[config.mk]
export PLATFORM = sky130hd
export DESIGN_NAME = ebps_port
export DESIGN_NICKNAME = d
export VERILOG_FILES = /design/src/hdl/ebps_pkg.sv /design/src/hdl/ebps_pin_sync.sv /design/src/hdl/ebps_port.sv
export VERILOG_INCLUDE_DIRS = /design/src /design/src/hdl
export SDC_FILE = /design/constraint.sdc
export NUM_CORES = 1
export LEC_CHECK = 0
export BUFFER_PORTS_ARGS = -buffer_cell sky130_fd_sc_hd__buf_2
export CORE_UTILIZATION = 53
export CTS_CLUSTER_SIZE = 30
export DETAILED_ROUTE_END_ITERATION = 7
export GPL_ROUTABILITY_DRIVEN = 0
export PLACE_DENSITY = 0.79
export SYNTH_ARGS = -nofsm -noshare
export SYNTH_HDL_FRONTEND = slang
export SYNTH_SLANG_ARGS = --single-unit
export TNS_END_PERCENT = 1
[constraint.sdc]
create_clock -name ref_clk -period 2.3 [get_ports ref_clk]
set_input_delay 0.46 -clock ref_clk [delete_from_list [all_inputs] [get_ports ref_clk]]
set_output_delay 0.46 -clock ref_clk [all_outputs]
set_load 0.02 [all_outputs]
[src/hdl/ebps_cfg.svh]
// Constants of the external bus port address, select and strobe block
`ifndef EBPS_CFG_SVH
`define EBPS_CFG_SVH
// Pin widths
`define EBPS_ADDR_W 24
`define EBPS_UPPER_W 32
`define EBPS_BYTE_W 8
`define EBPS_WORD_W 48
`define EBPS_BANKS 4
`define EBPS_CORE_ADDR_W 28
// Bank decode: 16M words per plain bank, 64M words per SDRAM bank
`define EBPS_BANK_LSB_PLAIN 24
`define EBPS_BANK_LSB_SDRAM 26
// Peer register window seen on the address pins
`define EBPS_IOP_SPAN 24'h000200
// Packing field value for full width, unpacked fetch
`define EBPS_PACK_FULL 2'h1
// All selects idle
`define EBPS_SEL_IDLE 4'hF
// Least strobe width before acknowledge is honoured
`define EBPS_CLK_PERIOD_NS 8
`define EBPS_STROBE_MIN_NS 16
`define EBPS_STROBE_CYC \
	((`EBPS_STROBE_MIN_NS + `EBPS_CLK_PERIOD_NS - 1) / `EBPS_CLK_PERIOD_NS)
// Extra strobe cycles so synchronised acknowledge and data are fresh
`define EBPS_SYNC_LAG 2
`define EBPS_STROBE_LAST (`EBPS_STROBE_CYC - 1 + `EBPS_SYNC_LAG)
`endif

[src/hdl/ebps_pkg.sv]
// Types of the external bus port address, select and strobe block
package ebps_pkg;
	// Request from the core for one external word
	typedef struct packed {
		logic write;
		logic fetch;
		logic peer;
		logic sync;
		logic sdram;
		logic [27:0] addr;
		logic [47:0] wdata;
	} ebps_req_t;

	// Access by an outside master to the local peripheral registers
	typedef struct packed {
		logic write;
		logic [23:0] addr;
		logic [47:0] wdata;
	} ebps_slv_t;

	// Master sequence
	typedef enum logic [3:0] {
		M_IDLE = 4'b0001,
		M_STROBE = 4'b0010,
		M_WAIT = 4'b0100,
		M_HOLD = 4'b1000
	} ebps_mst_t;

	// Slave sequence
	typedef enum logic [2:0] {
		S_IDLE = 3'b001,
		S_BUSY = 3'b010,
		S_END = 3'b100
	} ebps_slv_st_t;
endpackage

[src/hdl/ebps_pin_sync.sv]
// Three-stage pin synchroniser that passes a value once stages agree
`timescale 1ns/10ps
`default_nettype none
module ebps_pin_sync #(
	parameter int W = 1,
	parameter logic [W-1:0] INIT = '0
) (
	// Clock and reset
	input wire logic ref_clk,
	input wire logic rst,
	// Raw pin and filtered result
	input wire logic [W-1:0] pin,
	output logic [W-1:0] stable
);
	logic [W-1:0] s1_q;
	logic [W-1:0] s2_q;
	logic [W-1:0] s3_q;

	// Stage one is read only by stage two, against metastability
	always_ff @(posedge ref_clk) begin
		if (rst) begin
			s1_q <= INIT;
			s2_q <= INIT;
			s3_q <= INIT;
		end else begin
			s1_q <= pin;
			s2_q <= s1_q;
			s3_q <= s2_q;
		end
	end

	// Each bit moves only when the last two stages agree
	genvar i;
	generate
		for (i = 0; i < W; i++) begin : g_bit
			always_ff @(posedge ref_clk) begin
				if (rst) begin
					stable[i] <= INIT[i];
				end else if (s2_q[i] == s3_q[i]) begin
					stable[i] <= s3_q[i];
				end
			end
		end
	endgenerate
endmodule
`default_nettype wire

[src/hdl/ebps_port.sv]
// External bus port: address, data, bank selects and read/write strobes
`include "ebps_cfg.svh"
`timescale 1ns/10ps
`default_nettype none
module ebps_port (
	// Clock and reset
	input wire logic ref_clk,
	input wire logic rst,
	// Core request port
	input wire logic req_valid,
	input wire ebps_pkg::ebps_req_t req,
	output logic req_ready,
	output logic req_refused,
	output logic rsp_valid,
	output logic [47:0] rsp_rdata,
	// Configuration levels
	input wire logic [1:0] instr_pack_field,
	input wire logic link_ports_off,
	input wire logic bus_master,
	// Outside access to the local peripheral registers
	output logic slv_valid,
	output ebps_pkg::ebps_slv_t slv_req,
	input wire logic slv_done,
	input wire logic [47:0] slv_rdata,
	output logic slv_conflict,
	output logic [3:0] bank_seen,
	// Address pins
	input wire logic [23:0] ext_address_bus_i,
	output logic [23:0] ext_address_bus_o,
	output logic ext_address_bus_oe,
	// Data pins, upper, mid and low lanes
	input wire logic [47:0] ext_data_bus_i,
	output logic [47:0] ext_data_bus_o,
	output logic ext_data_bus_upper_oe,
	output logic ext_data_bus_mid_oe,
	output logic ext_data_bus_low_oe,
	// Bank selects
	input wire logic [3:0] bank_select_n_i,
	output logic [3:0] bank_select_n_o,
	output logic bank_select_n_oe,
	// Strobes and acknowledge
	input wire logic rd_n_i,
	output logic rd_n_o,
	output logic rd_n_oe,
	input wire logic wr_n_i,
	output logic wr_n_o,
	output logic wr_n_oe,
	input wire logic ack_i,
	output logic ack_o,
	output logic ack_oe
);
	localparam int PIN_W = 79;
	localparam logic [3:0] STROBE_LAST = 4'(`EBPS_STROBE_LAST);

	ebps_pkg::ebps_mst_t mst_q;
	ebps_pkg::ebps_slv_st_t slv_q;
	ebps_pkg::ebps_req_t cur_q;
	logic [3:0] cnt_q;
	logic [PIN_W-1:0] pin_raw;
	logic [PIN_W-1:0] pin_st;
	logic [23:0] addr_st;
	logic [47:0] data_st;
	logic [3:0] sel_st;
	logic rd_n_st;
	logic wr_n_st;
	logic ack_st;
	logic full_lanes;
	logic slv_hit;

	// =====================================================
	// Decode
	// Active-low select of the bank that holds an address
	function automatic logic [3:0] bank_decode(
		input logic [27:0] a,
		input logic sdram
	);
		logic [1:0] b;
		b = sdram ? a[`EBPS_BANK_LSB_SDRAM +: 2] :
			a[`EBPS_BANK_LSB_PLAIN +: 2];
		bank_decode = ~(4'h1 << b);
	endfunction

	// Address falls in the peer register window
	function automatic logic in_iop(input logic [23:0] a);
		in_iop = (a < `EBPS_IOP_SPAN);
	endfunction

	// =====================================================
	// Pin inputs
	assign pin_raw = {ext_address_bus_i, ext_data_bus_i, bank_select_n_i,
		rd_n_i, wr_n_i, ack_i};

	// Strobes idle high so no false access is seen out of reset
	ebps_pin_sync #(
		.W(PIN_W),
		.INIT({24'h000000, 48'h000000000000, 4'hF, 1'b1, 1'b1, 1'b1})
	) u_sync (
		.ref_clk(ref_clk),
		.rst(rst),
		.pin(pin_raw),
		.stable(pin_st)
	);

	assign {addr_st, data_st, sel_st, rd_n_st, wr_n_st, ack_st} = pin_st;

	// Except for slave writes, mid and low lanes carry data only while both link ports are idle
	assign full_lanes = link_ports_off;

	// Outside register access: address taken as input when not master
	assign slv_hit = !bus_master && in_iop(addr_st);

	// =====================================================
	// Master sequence
	always_ff @(posedge ref_clk) begin
		if (rst) begin
			mst_q <= ebps_pkg::M_IDLE;
			cur_q <= '0;
			cnt_q <= 4'h0;
		end else begin
			unique case (mst_q)
				ebps_pkg::M_IDLE: begin
					// Peer access outside its register window is refused
					if (req_valid && req_ready &&
						!(req.peer && !in_iop(req.addr[23:0]))) begin
						cur_q <= req;
						cnt_q <= STROBE_LAST;
						mst_q <= ebps_pkg::M_STROBE;
					end
				end
				ebps_pkg::M_STROBE: begin
					if (cnt_q == 4'h0) begin
						mst_q <= ebps_pkg::M_WAIT;
					end else begin
						cnt_q <= cnt_q - 4'h1;
					end
				end
				ebps_pkg::M_WAIT: begin
					// Low acknowledge from outside stretches the access
					if (ack_st) begin
						mst_q <= cur_q.sync ? ebps_pkg::M_HOLD :
							ebps_pkg::M_IDLE;
					end
				end
				ebps_pkg::M_HOLD: begin
					mst_q <= ebps_pkg::M_IDLE;
				end
			endcase
		end
	end

	// Ready only while idle, master and no outside access is running
	always_ff @(posedge ref_clk) begin
		if (rst) begin
			req_ready <= 1'b0;
		end else begin
			req_ready <= bus_master && slv_q == ebps_pkg::S_IDLE &&
				(mst_q == ebps_pkg::M_IDLE ? !req_valid : 
				(mst_q == ebps_pkg::M_HOLD ||
				(mst_q == ebps_pkg::M_WAIT && ack_st && !cur_q.sync)));
		end
	end

	// Refusal and completion pulses to the core
	always_ff @(posedge ref_clk) begin
		if (rst) begin
			req_refused <= 1'b0;
			rsp_valid <= 1'b0;
			rsp_rdata <= 48'h000000000000;
		end else begin
			req_refused <= mst_q == ebps_pkg::M_IDLE && req_valid &&
				req_ready && req.peer && !in_iop(req.addr[23:0]);
			rsp_valid <= mst_q == ebps_pkg::M_WAIT && ack_st;
			if (mst_q == ebps_pkg::M_WAIT && ack_st && !cur_q.write) begin
				rsp_rdata[47:16] <= data_st[47:16];
				// Whole 48-bit word only with link ports off, and for fetches only in unpacked full-width mode
				if (full_lanes && (!cur_q.fetch ||
					instr_pack_field == `EBPS_PACK_FULL)) begin
					rsp_rdata[15:0] <= data_st[15:0];
				end else begin
					rsp_rdata[15:0] <= 16'h0000;
				end
			end
		end
	end

	// =====================================================
	// Address and select pins
	always_ff @(posedge ref_clk) begin
		if (rst) begin
			ext_address_bus_o <= 24'h000000;
			ext_address_bus_oe <= 1'b0;
			bank_select_n_o <= `EBPS_SEL_IDLE;
			bank_select_n_oe <= 1'b0;
		end else if (mst_q == ebps_pkg::M_IDLE && req_valid && req_ready &&
			!(req.peer && !in_iop(req.addr[23:0]))) begin
			ext_address_bus_o <= req.addr[23:0];
			ext_address_bus_oe <= 1'b1;
			// Select comes out with the address in either mode
			bank_select_n_o <= req.peer ? `EBPS_SEL_IDLE :
				bank_decode(req.addr, req.sdram);
			bank_select_n_oe <= 1'b1;
		end else if (mst_q == ebps_pkg::M_WAIT && ack_st) begin
			bank_select_n_o <= `EBPS_SEL_IDLE;
			if (!cur_q.sync) begin
				// Asynchronous: address and select let go together
				ext_address_bus_oe <= 1'b0;
				bank_select_n_oe <= 1'b0;
			end
		end else if (mst_q == ebps_pkg::M_HOLD) begin
			// Synchronous: address outlives the select by one cycle
			ext_address_bus_oe <= 1'b0;
			bank_select_n_oe <= 1'b0;
		end
	end

	// =====================================================
	// Strobes: only the master drives them, never both low
	always_ff @(posedge ref_clk) begin
		if (rst) begin
			rd_n_o <= 1'b1;
			wr_n_o <= 1'b1;
			rd_n_oe <= 1'b0;
			wr_n_oe <= 1'b0;
		end else if (mst_q == ebps_pkg::M_IDLE && req_valid && req_ready &&
			!(req.peer && !in_iop(req.addr[23:0]))) begin
			rd_n_o <= req.write;
			wr_n_o <= !req.write;
			rd_n_oe <= 1'b1;
			wr_n_oe <= 1'b1;
		end else if (mst_q == ebps_pkg::M_WAIT && ack_st) begin
			rd_n_o <= 1'b1;
			wr_n_o <= 1'b1;
		end else if (mst_q == ebps_pkg::M_IDLE || !bus_master) begin
			// Strobes parked high, then released to the next master
			rd_n_oe <= 1'b0;
			wr_n_oe <= 1'b0;
		end
	end

	// =====================================================
	// Slave sequence for outside register access
	always_ff @(posedge ref_clk) begin
		if (rst) begin
			slv_q <= ebps_pkg::S_IDLE;
			slv_valid <= 1'b0;
			slv_conflict <= 1'b0;
			slv_req <= '0;
		end else begin
			slv_valid <= 1'b0;
			slv_conflict <= 1'b0;
			unique case (slv_q)
				ebps_pkg::S_IDLE: begin
					if (slv_hit && !rd_n_st && !wr_n_st) begin
						slv_conflict <= 1'b1;
					end else if (slv_hit && (!rd_n_st || !wr_n_st)) begin
						slv_valid <= 1'b1;
						slv_req.write <= !wr_n_st;
						slv_req.addr <= addr_st;
						slv_req.wdata <= data_st;
						slv_q <= ebps_pkg::S_BUSY;
					end
				end
				ebps_pkg::S_BUSY: begin
					if (slv_done) begin
						slv_q <= ebps_pkg::S_END;
					end
				end
				ebps_pkg::S_END: begin
					// Wait for the strobe to rise so one access counts once
					if (rd_n_st && wr_n_st) begin
						slv_q <= ebps_pkg::S_IDLE;
					end
				end
			endcase
		end
	end

	// Acknowledge held low until the register access is done
	always_ff @(posedge ref_clk) begin
		if (rst) begin
			ack_o <= 1'b1;
			ack_oe <= 1'b0;
		end else if (slv_q == ebps_pkg::S_IDLE && slv_hit &&
			(rd_n_st != wr_n_st)) begin
			ack_o <= 1'b0;
			ack_oe <= 1'b1;
		end else if (slv_q == ebps_pkg::S_BUSY && slv_done) begin
			ack_o <= 1'b1;
		end else if (slv_q == ebps_pkg::S_END && rd_n_st && wr_n_st) begin
			ack_oe <= 1'b0;
		end
	end

	// Selects of the current master are watched while we are slave
	always_ff @(posedge ref_clk) begin
		if (rst) begin
			bank_seen <= 4'h0;
		end else begin
			bank_seen <= bus_master ? 4'h0 : ~sel_st;
		end
	end

	// =====================================================
	// Data pins, shared by master writes and slave reads
	always_ff @(posedge ref_clk) begin
		if (rst) begin
			ext_data_bus_o <= 48'h000000000000;
			ext_data_bus_upper_oe <= 1'b0;
			ext_data_bus_mid_oe <= 1'b0;
			ext_data_bus_low_oe <= 1'b0;
		end else if (mst_q == ebps_pkg::M_IDLE && req_valid && req_ready &&
			req.write && !(req.peer && !in_iop(req.addr[23:0]))) begin
			ext_data_bus_o <= req.wdata;
			ext_data_bus_upper_oe <= 1'b1;
			ext_data_bus_mid_oe <= full_lanes;
			ext_data_bus_low_oe <= full_lanes;
		end else if (slv_q == ebps_pkg::S_BUSY && slv_done &&
			!slv_req.write) begin
			ext_data_bus_o <= slv_rdata;
			ext_data_bus_upper_oe <= 1'b1;
			ext_data_bus_mid_oe <= full_lanes;
			ext_data_bus_low_oe <= full_lanes;
		end else if ((mst_q == ebps_pkg::M_WAIT && ack_st) ||
			(slv_q == ebps_pkg::S_END && rd_n_st && wr_n_st)) begin
			ext_data_bus_upper_oe <= 1'b0;
			ext_data_bus_mid_oe <= 1'b0;
			ext_data_bus_low_oe <= 1'b0;
		end
	end
endmodule
`default_nettype wire

Yosys cells after proc, flatten, opt, wreduce, memory -nomap -nowiden
Index checks and enable logic that the tools add are counted.
Storage, ports and cells
  flip-flop bits (word level): 544
  output and inout port bits: 217
  word-level logic and storage cells: 322
Operators by class
  $add $sub $neg: 1
  order comparisons: 2
  equal/unequal tests: 99
  shift-type cells: 1
  multiplexer cells: 43
  bitwise logic cells: 4
  reductions and logical operators: 63
Operators by type and width (number)
  $mux W48: 2
  $eq A1 B1 Y1: 79
  $lt A24 B10 Y1 const B: 2
  $mux W4: 9
  $logic_and A1 B1 Y1: 27
  $mux W1: 23
  $ne A2 B2 Y1 const B: 9
  $mux W16: 1
  $pmux W4 S4: 1
  $mux W3: 4
  $reduce_bool A2 Y1: 6
  $logic_not A1 Y1: 11
  $pmux W3 S3: 1
  $reduce_and A3 Y1: 3
  $not A4 Y4: 2
  $pmux W4 S2: 1
  $reduce_and A2 Y1: 4
  $reduce_bool A3 Y1: 2
  $logic_or A1 B1 Y1: 5
  $eq A4 B1 Y1 const B: 1
  $eq A4 B2 Y1 const B: 1
  $eq A4 B3 Y1 const B: 1
  $eq A4 B4 Y1 const B: 1
  $logic_not A4 Y1: 1
  14 further kinds: 16

Longest topological paths before layout
Gate-level depths: netlist (run 1).
  depth in word-level cells: 7
  depth in mapped cells: 7
  gate-level depth less buffers: 6

Cells and area by module
Synthesis (run 1) repeated with hierarchy kept, for this count alone.
Unflattened totals
  cells, all modules: 1832
  area total of the unflattened synthesis: 18147.4 µm²
By module, submodules not included
  ebps_pin_sync: times used 1, cells an instance 825, area each 9092.5 µm², seq. area each 6326.1 µm²
  ebps_port: times used 1, cells an instance 1007, area each 9054.9 µm², seq. area each 4564.4 µm²

Least setup slack after synthesis (run 1)
No wires, ideal clock.
  path kind: in2reg
  start point: input req[60] in the netlist's numbering
  end point: register ext_data_bus_o[36]
  library setup time: 0.081 ns
  arrival time: 1.746 ns
  data required time: 2.219 ns
  setup slack: 0.473 ns
  stages on the path: 7
  path buffers: 3
  cell sequence: nor4_1 > a41oi_1 > clkbuf_1 > or2_1 > buf_6 > buf_6 > a211oi_2
On the way
  word-level cells in the longest chain between the ends: 6
  elaborated cells between the ends (all ways): 7
  classes of those cells: order compare: 1; mux: 1; reduce/logical: 5
Ends and longest elaborated chain
  from (decl): line ebps_port.sv:11  | input wire ebps_pkg::ebps_req_t req,
  $lt A24 B10 Y1 (no line) *
  $logic_not A1 Y1 *: line ebps_port.sv:312  | req.write && !(req.peer && !in_iop(req.addr[23:0]))) begin
  $logic_and A1 B1 Y1 *: line ebps_port.sv:312
  $logic_not A1 Y1 *: line ebps_port.sv:312
  $logic_and A1 B1 Y1 *: line ebps_port.sv:312
  $mux W48 / $reduce_bool A2 Y1 (equally long branches)
  to (signal assigned): line ebps_port.sv:313  | ext_data_bus_o <= req.wdata;
  to (signal assigned): line ebps_port.sv:319  | ext_data_bus_o <= slv_rdata;
  to (decl): line ebps_port.sv:33  | output logic [47:0] ext_data_bus_o,
Every way passes the cells marked *; elsewhere a longest branch is shown, timed or not.
A chain may end at the register's enable or synchronous reset.

Final worst setup path (run 1)
  start point: register u_sync.stable[64]
  end point: register slv_req[19] in the netlist's numbering
On the way
  word-level cells in the longest chain between the ends: 6
  elaborated cells between the ends (all ways): 7
  classes of those cells: order compare: 1; bitwise: 1; reduce/logical: 5
Ends and longest elaborated chain
  from (decl): line ebps_pin_sync.sv:13  | output logic [W-1:0] stable
  from (signal, indexed assignment): line ebps_pin_sync.sv:38  | stable[i] <= INIT[i];
  from (signal, indexed assignment): line ebps_pin_sync.sv:40  | stable[i] <= s3_q[i];
  $lt A24 B10 Y1 (no line) *
  $logic_and A1 B1 Y1 *: line ebps_port.sv:110  | assign slv_hit = !bus_master && in_iop(addr_st);
  $logic_and A1 B1 Y1 (2 in series): line ebps_port.sv:253  | if (slv_hit && !rd_n_st && !wr_n_st) begin
  $not A1 Y1 (no line)
  $reduce_and A3 Y1 (no line) *
  to (decl): line ebps_port.sv:22  | output ebps_pkg::ebps_slv_t slv_req,
Marked as above.

==> flow_metrics.env, run 1 <==
export IMPL_ys_top_cells_by_area="dfxtp_1 60%, nor2b_1 7.5%, mux2i_1 5.9%"
export IMPL_grt_overflow=0
export IMPL_clock_latency_ns=0.56
export IMPL_portBuffers=432
export IMPL_ys_seq_area_frac=0.597
export IMPL_timing_final_hold_violations=0
export IMPL_synth_async_reset_ratio=0
export IMPL_crit_fanout=28
export IMPL_syn_area_um2=18200
export IMPL_fin_skew_ns=0.0233
export IMPL_yosysWarnings=0
export IMPL_num_vias=14200
export IMPL_drt_iter0_markers=755
export IMPL_p_sw_frac=0.208
export IMPL_holdCritStartpoint="wr_n_i"
export IMPL_synth_top_area_cell="dfxtp_1"
export IMPL_maxSlewViolCount=0
export IMPL_wl_met1_mm=19.0
export IMPL_fin_ws_ns=0.122
export IMPL_cts_resized=0
export IMPL_fin_util=0.675
export IMPL_dp_slack_ns=0.0445
export IMPL_worstPathRequired_ns=2.77
export IMPL_setup_viol=0
export IMPL_met3WireLength_mm=2.95
export IMPL_synth_edf_count=0
export IMPL_rsz0062_at_grt="no"
export IMPL_status="completed"
export IMPL_internal_power_uw=15600
export IMPL_yosysUniqueCellTypes=55
export IMPL_drt_pass1_iterations=5
export IMPL_synth_main_ff_cell="dfxtp_1"
export IMPL_avgRoutedWirePerCell_um=16.7
export IMPL_clkTransAtPathRegs_ns=0.06
export IMPL_min_period_over_period=0.947
export IMPL_ir_worst_vdd_mv=0.727
export IMPL_finalNetCount=2407
export IMPL_synth_top_area_share=0.597
export IMPL_io_pins=433
export IMPL_die_w_um=187
export IMPL_p_leak_uw=0.00905
export IMPL_combPwrFrac=0.046
export IMPL_h_tree_depth=2
export IMPL_start_kind="flip-flop"
export IMPL_path_class="flip-flop to flip-flop"
export IMPL_maxCapViolCount=0
export IMPL_ys_ff_latch=544
export IMPL_r2r_start="u_sync.stable[64]"
export IMPL_core_um2=33700
export IMPL_tns_ns=0
export IMPL_dpl_hpwl_mm=30.3
export IMPL_drt_vias_per_instance=5.29
export IMPL_avgSynthCellArea_um2=10.2
export IMPL_cts_hold_buf=0
export IMPL_drc_errors=0
export IMPL_cts_setup_buffers=0
export IMPL_p_clk_frac=0.458
export IMPL_synth_nets=2010
export IMPL_rows=67
export IMPL_grt_first_pass_wirelength_mm=70.3
export IMPL_cts_sinks=544
export IMPL_wirelength_mm=44.7
export IMPL_cp_end_kind="flip-flop"
export IMPL_finalCriticalPeriod_ns=2.18
export IMPL_hp_class="primary input to flip-flop"
export IMPL_grt_pass1_vias=13700
export IMPL_drive_above_1_share=0.275
export IMPL_met2_length_mm=20.8
export IMPL_p_seq_frac=0.496
export IMPL_initial_core_util=0.541
export IMPL_clockBufferDepth=3
export IMPL_cts_root_buf="clkbuf_16"
export IMPL_grt_max_degree=170
export IMPL_relSlewSlack=0.523
export IMPL_grt_use_total=0.246
export IMPL_max_freq_mhz=459
export IMPL_cts_tree="built"
export IMPL_antenna_found_initial=4
export IMPL_power_density_nw_per_um2=865
export IMPL_p_sw_uw=4100
export IMPL_postSynthCellCount=1792
export IMPL_dieHeight_um=187
export IMPL_startpoint="u_sync.stable[64]"
export IMPL_top_layer="met5"
export IMPL_cts_made_buffers=52
export IMPL_postRouteAntennaNets=0
export IMPL_die_area_um2=35100
export IMPL_tightest_slew_ns=0.715
export IMPL_crit_arrival_ns=2.65
export IMPL_area_delta_synth_final_pct=24.7
[cell usage in the layout, fill, tap and decap left out, types with 2 or more instances in the layout]
cell	count
nand2_1	271
nor4_1	9
clkinv_2	9
nand4_1	2
o31a_1	2
bufinv_16	9
and3_1	3
nor3b_1	19
a31o_1	22
nand3_1	20
and2_1	4
nor2b_1	218
buf_12	14
mux2_2	2
o22a_1	4
a31o_2	5
and4_1	3
dfxtp_1	544
buf_2	431
xor2_1	2
buf_4	21
a211oi_2	20
nor3_1	61
a211oi_1	28
or2_2	22
ha_1	2
inv_1	4
mux2i_1	108
o21a_1	2
nor4b_4	2
clkinvlp_4	2
clkbuf_16	53
nor2_1	20
nand3_2	2
o21ai_0	83
a21oi_1	134
diode_2	3
clkbuf_8	9
clkbuf_1	9
nor4b_1	29
[layout make-up]
class | count | area (um^2)
Tap cell | 448 | 561
Timing Repair Buffer | 467 | 2610
Fill cell | 2576 | 11000
Clock buffer | 71 | 1480
Antenna cell | 3 | 7.51
Multi-Input combinational cell | 1119 | 6810
Clock inverter | 22 | 359
Inverter | 5 | 21.3
Sequential cell | 544 | 10900
[worst max-delay path, stage by stage, from the launching register on]
cell     delay, ns
dfxtp_1       0.31
nor4_1        0.49
nand4_1       0.26
nor4b_4       0.32
buf_12        0.20
buf_12        0.24
mux2i_1       0.25
[power by group through the flow]
stage	Combinational (uW)	Clock (uW)	Sequential, uW
after global placement	884	0	9950
after global routing	981	9550	9770
after detailed placement	901	0	9960
after CTS	907	9140	9750
final	909	9000	9750
after floorplan	477	0	9970
[metal layers]
layer	vias to the layer above	GRT usage
met5	-	0
met4	2	0.119
met3	127	0.0529
met2	514	0.399
met1	6646	0.313
li1	6875	-
[per-stage QoR]
step / instance area, um^2 / power (uW) / std cells / hold WS [ns]
global placement: 20900 / 10800 / 2583 / 0.393
detailed placement: 20900 / 10900 / 2583 / 0.400
global route: 22700 / 20300 / 2679 / 0.0595
floorplan: 18200 / 10400 / 1792 / 0.389
CTS: 22700 / 19800 / 2676 / 0.0587
finish: 22700 / 19700 / 2679 / 0.0756
[registers in the layout, summed over array words and instances (netlist names), 3 cells and up]
signal,cells
u_sync.s1_q,79
u_sync.s2_q,79
u_sync.s3_q,79
u_sync.stable,79
slv_req,73
ext_data_bus_o,48
rsp_rdata,48
ext_address_bus_o,24
bank_seen,4
bank_select_n_o,4
cnt_q,4
mst_q,4
cur_q,3
slv_q,3
[cell usage after synthesis, types with 8 or more instances]
cell type	number
o21ai_0	83
a21oi_1	134
or2_2	21
dfxtp_1	544
clkbuf_1	88
mux2i_1	108
a211oi_1	28
buf_6	8
a31o_1	22
nor4_1	9
nor4b_1	29
buf_2	15
a211oi_2	20
nor3b_1	19
nor2b_1	218
nor2_1	20
nand3_1	21
buf_1	8
nor3_1	61
nand2_1	271
[cells by family after synthesis]
family | after synthesis | synth area share
buffers and inverters | 129 | 0.0319
adders and majority gates | 2 | 0.00137
DFF | 544 | 0.597
and+or+nand+nor | 696 | 0.202
xor gates and xnor gates | 3 | 0.00144
AOI/OAI and AO/OA | 308 | 0.105
muxes | 110 | 0.0605
[final timing paths]
check,to,slack (ns),cells after the start
setup / recovery,slv_req[19],0.12,6
hold / removal,u_sync.s1_q[1],0.08,2
setup reg to reg,slv_req[19],0.12,6
hold reg to reg,u_sync.s2_q[5],0.41,1
No activity file was read; power rests on OpenSTA's default activity.
==> run 2, diff against run 1 <==
--- a/config.mk
+++ b/config.mk
@@ -12,6 +12,7 @@
 export DETAILED_ROUTE_END_ITERATION = 7
 export GPL_ROUTABILITY_DRIVEN = 0
 export PLACE_DENSITY = 0.79
+export RECOVER_POWER = 100
 export SYNTH_ARGS = -nofsm -noshare
 export SYNTH_HDL_FRONTEND = slang
 export SYNTH_SLANG_ARGS = --single-unit
==> run 2 against run 1 <==
Net effect:
- core utilization is 1.5 points lower
- combinational power is 3.7% lower
- global-route usage unchanged
- critical path type unchanged
- maximum frequency increased by 0.21%
- the run now ends with capacitance limit, slew limit left
- critical path depth stayed put
- total power down 0.14%
- first-iteration DRC count up 7.7%
- die area stayed put
==> flow_metrics.env, run 2 (same netlist as run 1, synthesis figures left out) <==
export IMPL_drt_vias_per_instance=5.29
export IMPL_clockBufferDepth=3
export IMPL_rsz0062_at_grt="no"
export IMPL_cp_cell_sequence="nor4_1 > nand4_1 > nor4b_4 > buf_12 > buf_12 > mux2i_1"
export IMPL_ff2ff_setup_slack_ns=0.13
export IMPL_relSlewSlack=-0.0978
export IMPL_drt_iter0_markers=813
export IMPL_finalCriticalPeriod_ns=2.17
export IMPL_status="finished with violations"
export IMPL_hold_depth=2
export IMPL_cp_end_kind="flip-flop"
export IMPL_avgRoutedWirePerCell_um=16.8
export IMPL_r2r_start="u_sync.stable[64]"
export IMPL_holdCritStartpoint="bank_select_n_i[0]"
export IMPL_p_leak_uw=0.00804
export IMPL_hp_class="primary input to flip-flop"
export IMPL_critPathSlowestCell="nor4_1"
export IMPL_setup_viol=0
export IMPL_ir_worst_vdd_mv=0.726
export IMPL_hold_end="u_sync.s1_q[3]"
export IMPL_r2r_end="slv_req[27]"
export IMPL_grt_use_total=0.246
export IMPL_fin_skew_ns=0.0228
export IMPL_cts_sinks=544
export IMPL_grt_pass1_vias=13700
export IMPL_io_pins=433
export IMPL_num_vias=14200
export IMPL_final_common_cell="dfxtp_1"
export IMPL_tightest_slew_ns=1.65
export IMPL_tns_ns=0
export IMPL_clock_latency_ns=0.56
export IMPL_grt_max_degree=170
export IMPL_hold_ws_ns=0.0769
export IMPL_cts_made_buffers=52
export IMPL_drive_above_1_share=0.166
export IMPL_drt_pass1_iterations=5
export IMPL_cts_resized=0
export IMPL_min_period_over_period=0.945
export IMPL_portBuffers=432
export IMPL_n_fill_cell=2732
export IMPL_cts_hold_buf=0
export IMPL_die_w_um=187
export IMPL_antenna_found_initial=4
export IMPL_maxCapViolCount=1
export IMPL_max_freq_mhz=460
export IMPL_dieHeight_um=187
export IMPL_reg2reg_depth=6
export IMPL_cts_setup_buffers=0
export IMPL_cp_common_cell="buf_12"
export IMPL_start_kind="flip-flop"
export IMPL_crit_fanout=28
export IMPL_rows=67
export IMPL_violations="capacitance limit, slew limit"
export IMPL_layout_common_cells="544 x dfxtp_1, 271 x nand2_1, 232 x clkbuf_1, 218 x nor2b_1, 213 x buf_2"
export IMPL_finalNetCount=2407
export IMPL_fin_ws_ns=0.127
export IMPL_grt_first_pass_wirelength_mm=70.3
export IMPL_maxSlewViolCount=170
export IMPL_area_delta_synth_final_pct=22.0
export IMPL_p_total_uw=19600
export IMPL_timing_final_hold_violations=0
export IMPL_worstPathRequired_ns=2.78
export IMPL_postRouteAntennaNets=0
export IMPL_clkTransAtPathRegs_ns=0.06
export IMPL_core_um2=33700
export IMPL_cts_root_buf="clkbuf_16"
export IMPL_dp_slack_ns=0.0445
export IMPL_crit_arrival_ns=2.65
export IMPL_grt_overflow=0
export IMPL_slowest_delay_ns=0.49
export IMPL_die_area_um2=35100
export IMPL_h_tree_depth=2
export IMPL_power_density_nw_per_um2=883
export IMPL_initial_core_util=0.541
export IMPL_drc_errors=0
export IMPL_cts_tree="built"
export IMPL_wirelength_mm=45.0
export IMPL_path_class="flip-flop to flip-flop"
export IMPL_dpl_hpwl_mm=30.3
-- run 2: cell types whose count changed in the layout (fill, tap and decap cells not counted), sizes merged --
cell,delta
buf,-230
clkbuf,+230
-- run 2: metrics by stage --
| step | cell area [um^2] | instances | util |
|---|---|---|---|
| floorplan | 18200 | 1792 | - |
| global placement | 20900 | 2583 | 0.620 |
| detailed placement | 20900 | 2583 | 0.620 |
| CTS | 22700 | 2676 | 0.675 |
| global route | 22200 | 2679 | 0.660 |
| finish | 22200 | 2679 | 0.660 |
-- run 2: layout make-up --
type	count	area, um^2	area share
Tap cell	448	561	0.0252
Sequential cell	544	10900	0.490
Clock inverter	22	359	0.0161
Multi-Input combinational cell	1119	6690	0.301
Clock buffer	71	1480	0.0667
Inverter	5	21.3	0.000956
Timing Repair Buffer	467	2230	0.100
Antenna cell	3	7.51	0.000337
-- run 2: worst max-delay path, delay by kind of cell, from the launching register on --
family / cells / cell delay [ns]
and+or+nand+nor: 3 / 1.07
DFF: 1 / 0.31
muxes: 1 / 0.24
buffers and inverters: 2 / 0.44
-- run 2: per-layer routing --
metal	share of wire	vias up	global-route usage
met3	0.068	131	0.0529
li1	-	6877	-
met1	0.43	6638	0.313
met4	0.043	2	0.119
met2	0.46	526	0.399
met5	0.00022	-	0
-- run 2: how the worst max path moves through the flow --
| stage | slack, ns | startpoint | end | cells past startpoint |
|---|---|---|---|---|
| 2_1_floorplan | 0.47 | req[60] | ext_data_bus_o[36] | 7 |
| 3_3_place_gp | 0.12 | req[57] | ext_data_bus_o[17] | 6 |
| 3_5_place_dp | 0.04 | req[64] | ext_data_bus_o[14] | 6 |
| 4_1_cts | 0.13 | u_sync.stable[64] | slv_req[27] | 6 |
| 5_1_grt | 0.03 | u_sync.stable[64] | slv_req[36] | 6 |
| 6_report | 0.13 | u_sync.stable[64] | slv_req[27] | 6 |
-- run 2: power by group --
part	internal [uW]	switching (uW)	total, uW	leakage [uW]
Combinational	376	499	875	0.00271
Sequential	9640	112	9750	0.00443
Clock	5530	3480	9010	0.000905
Total	15500	4090	19600	0.00804
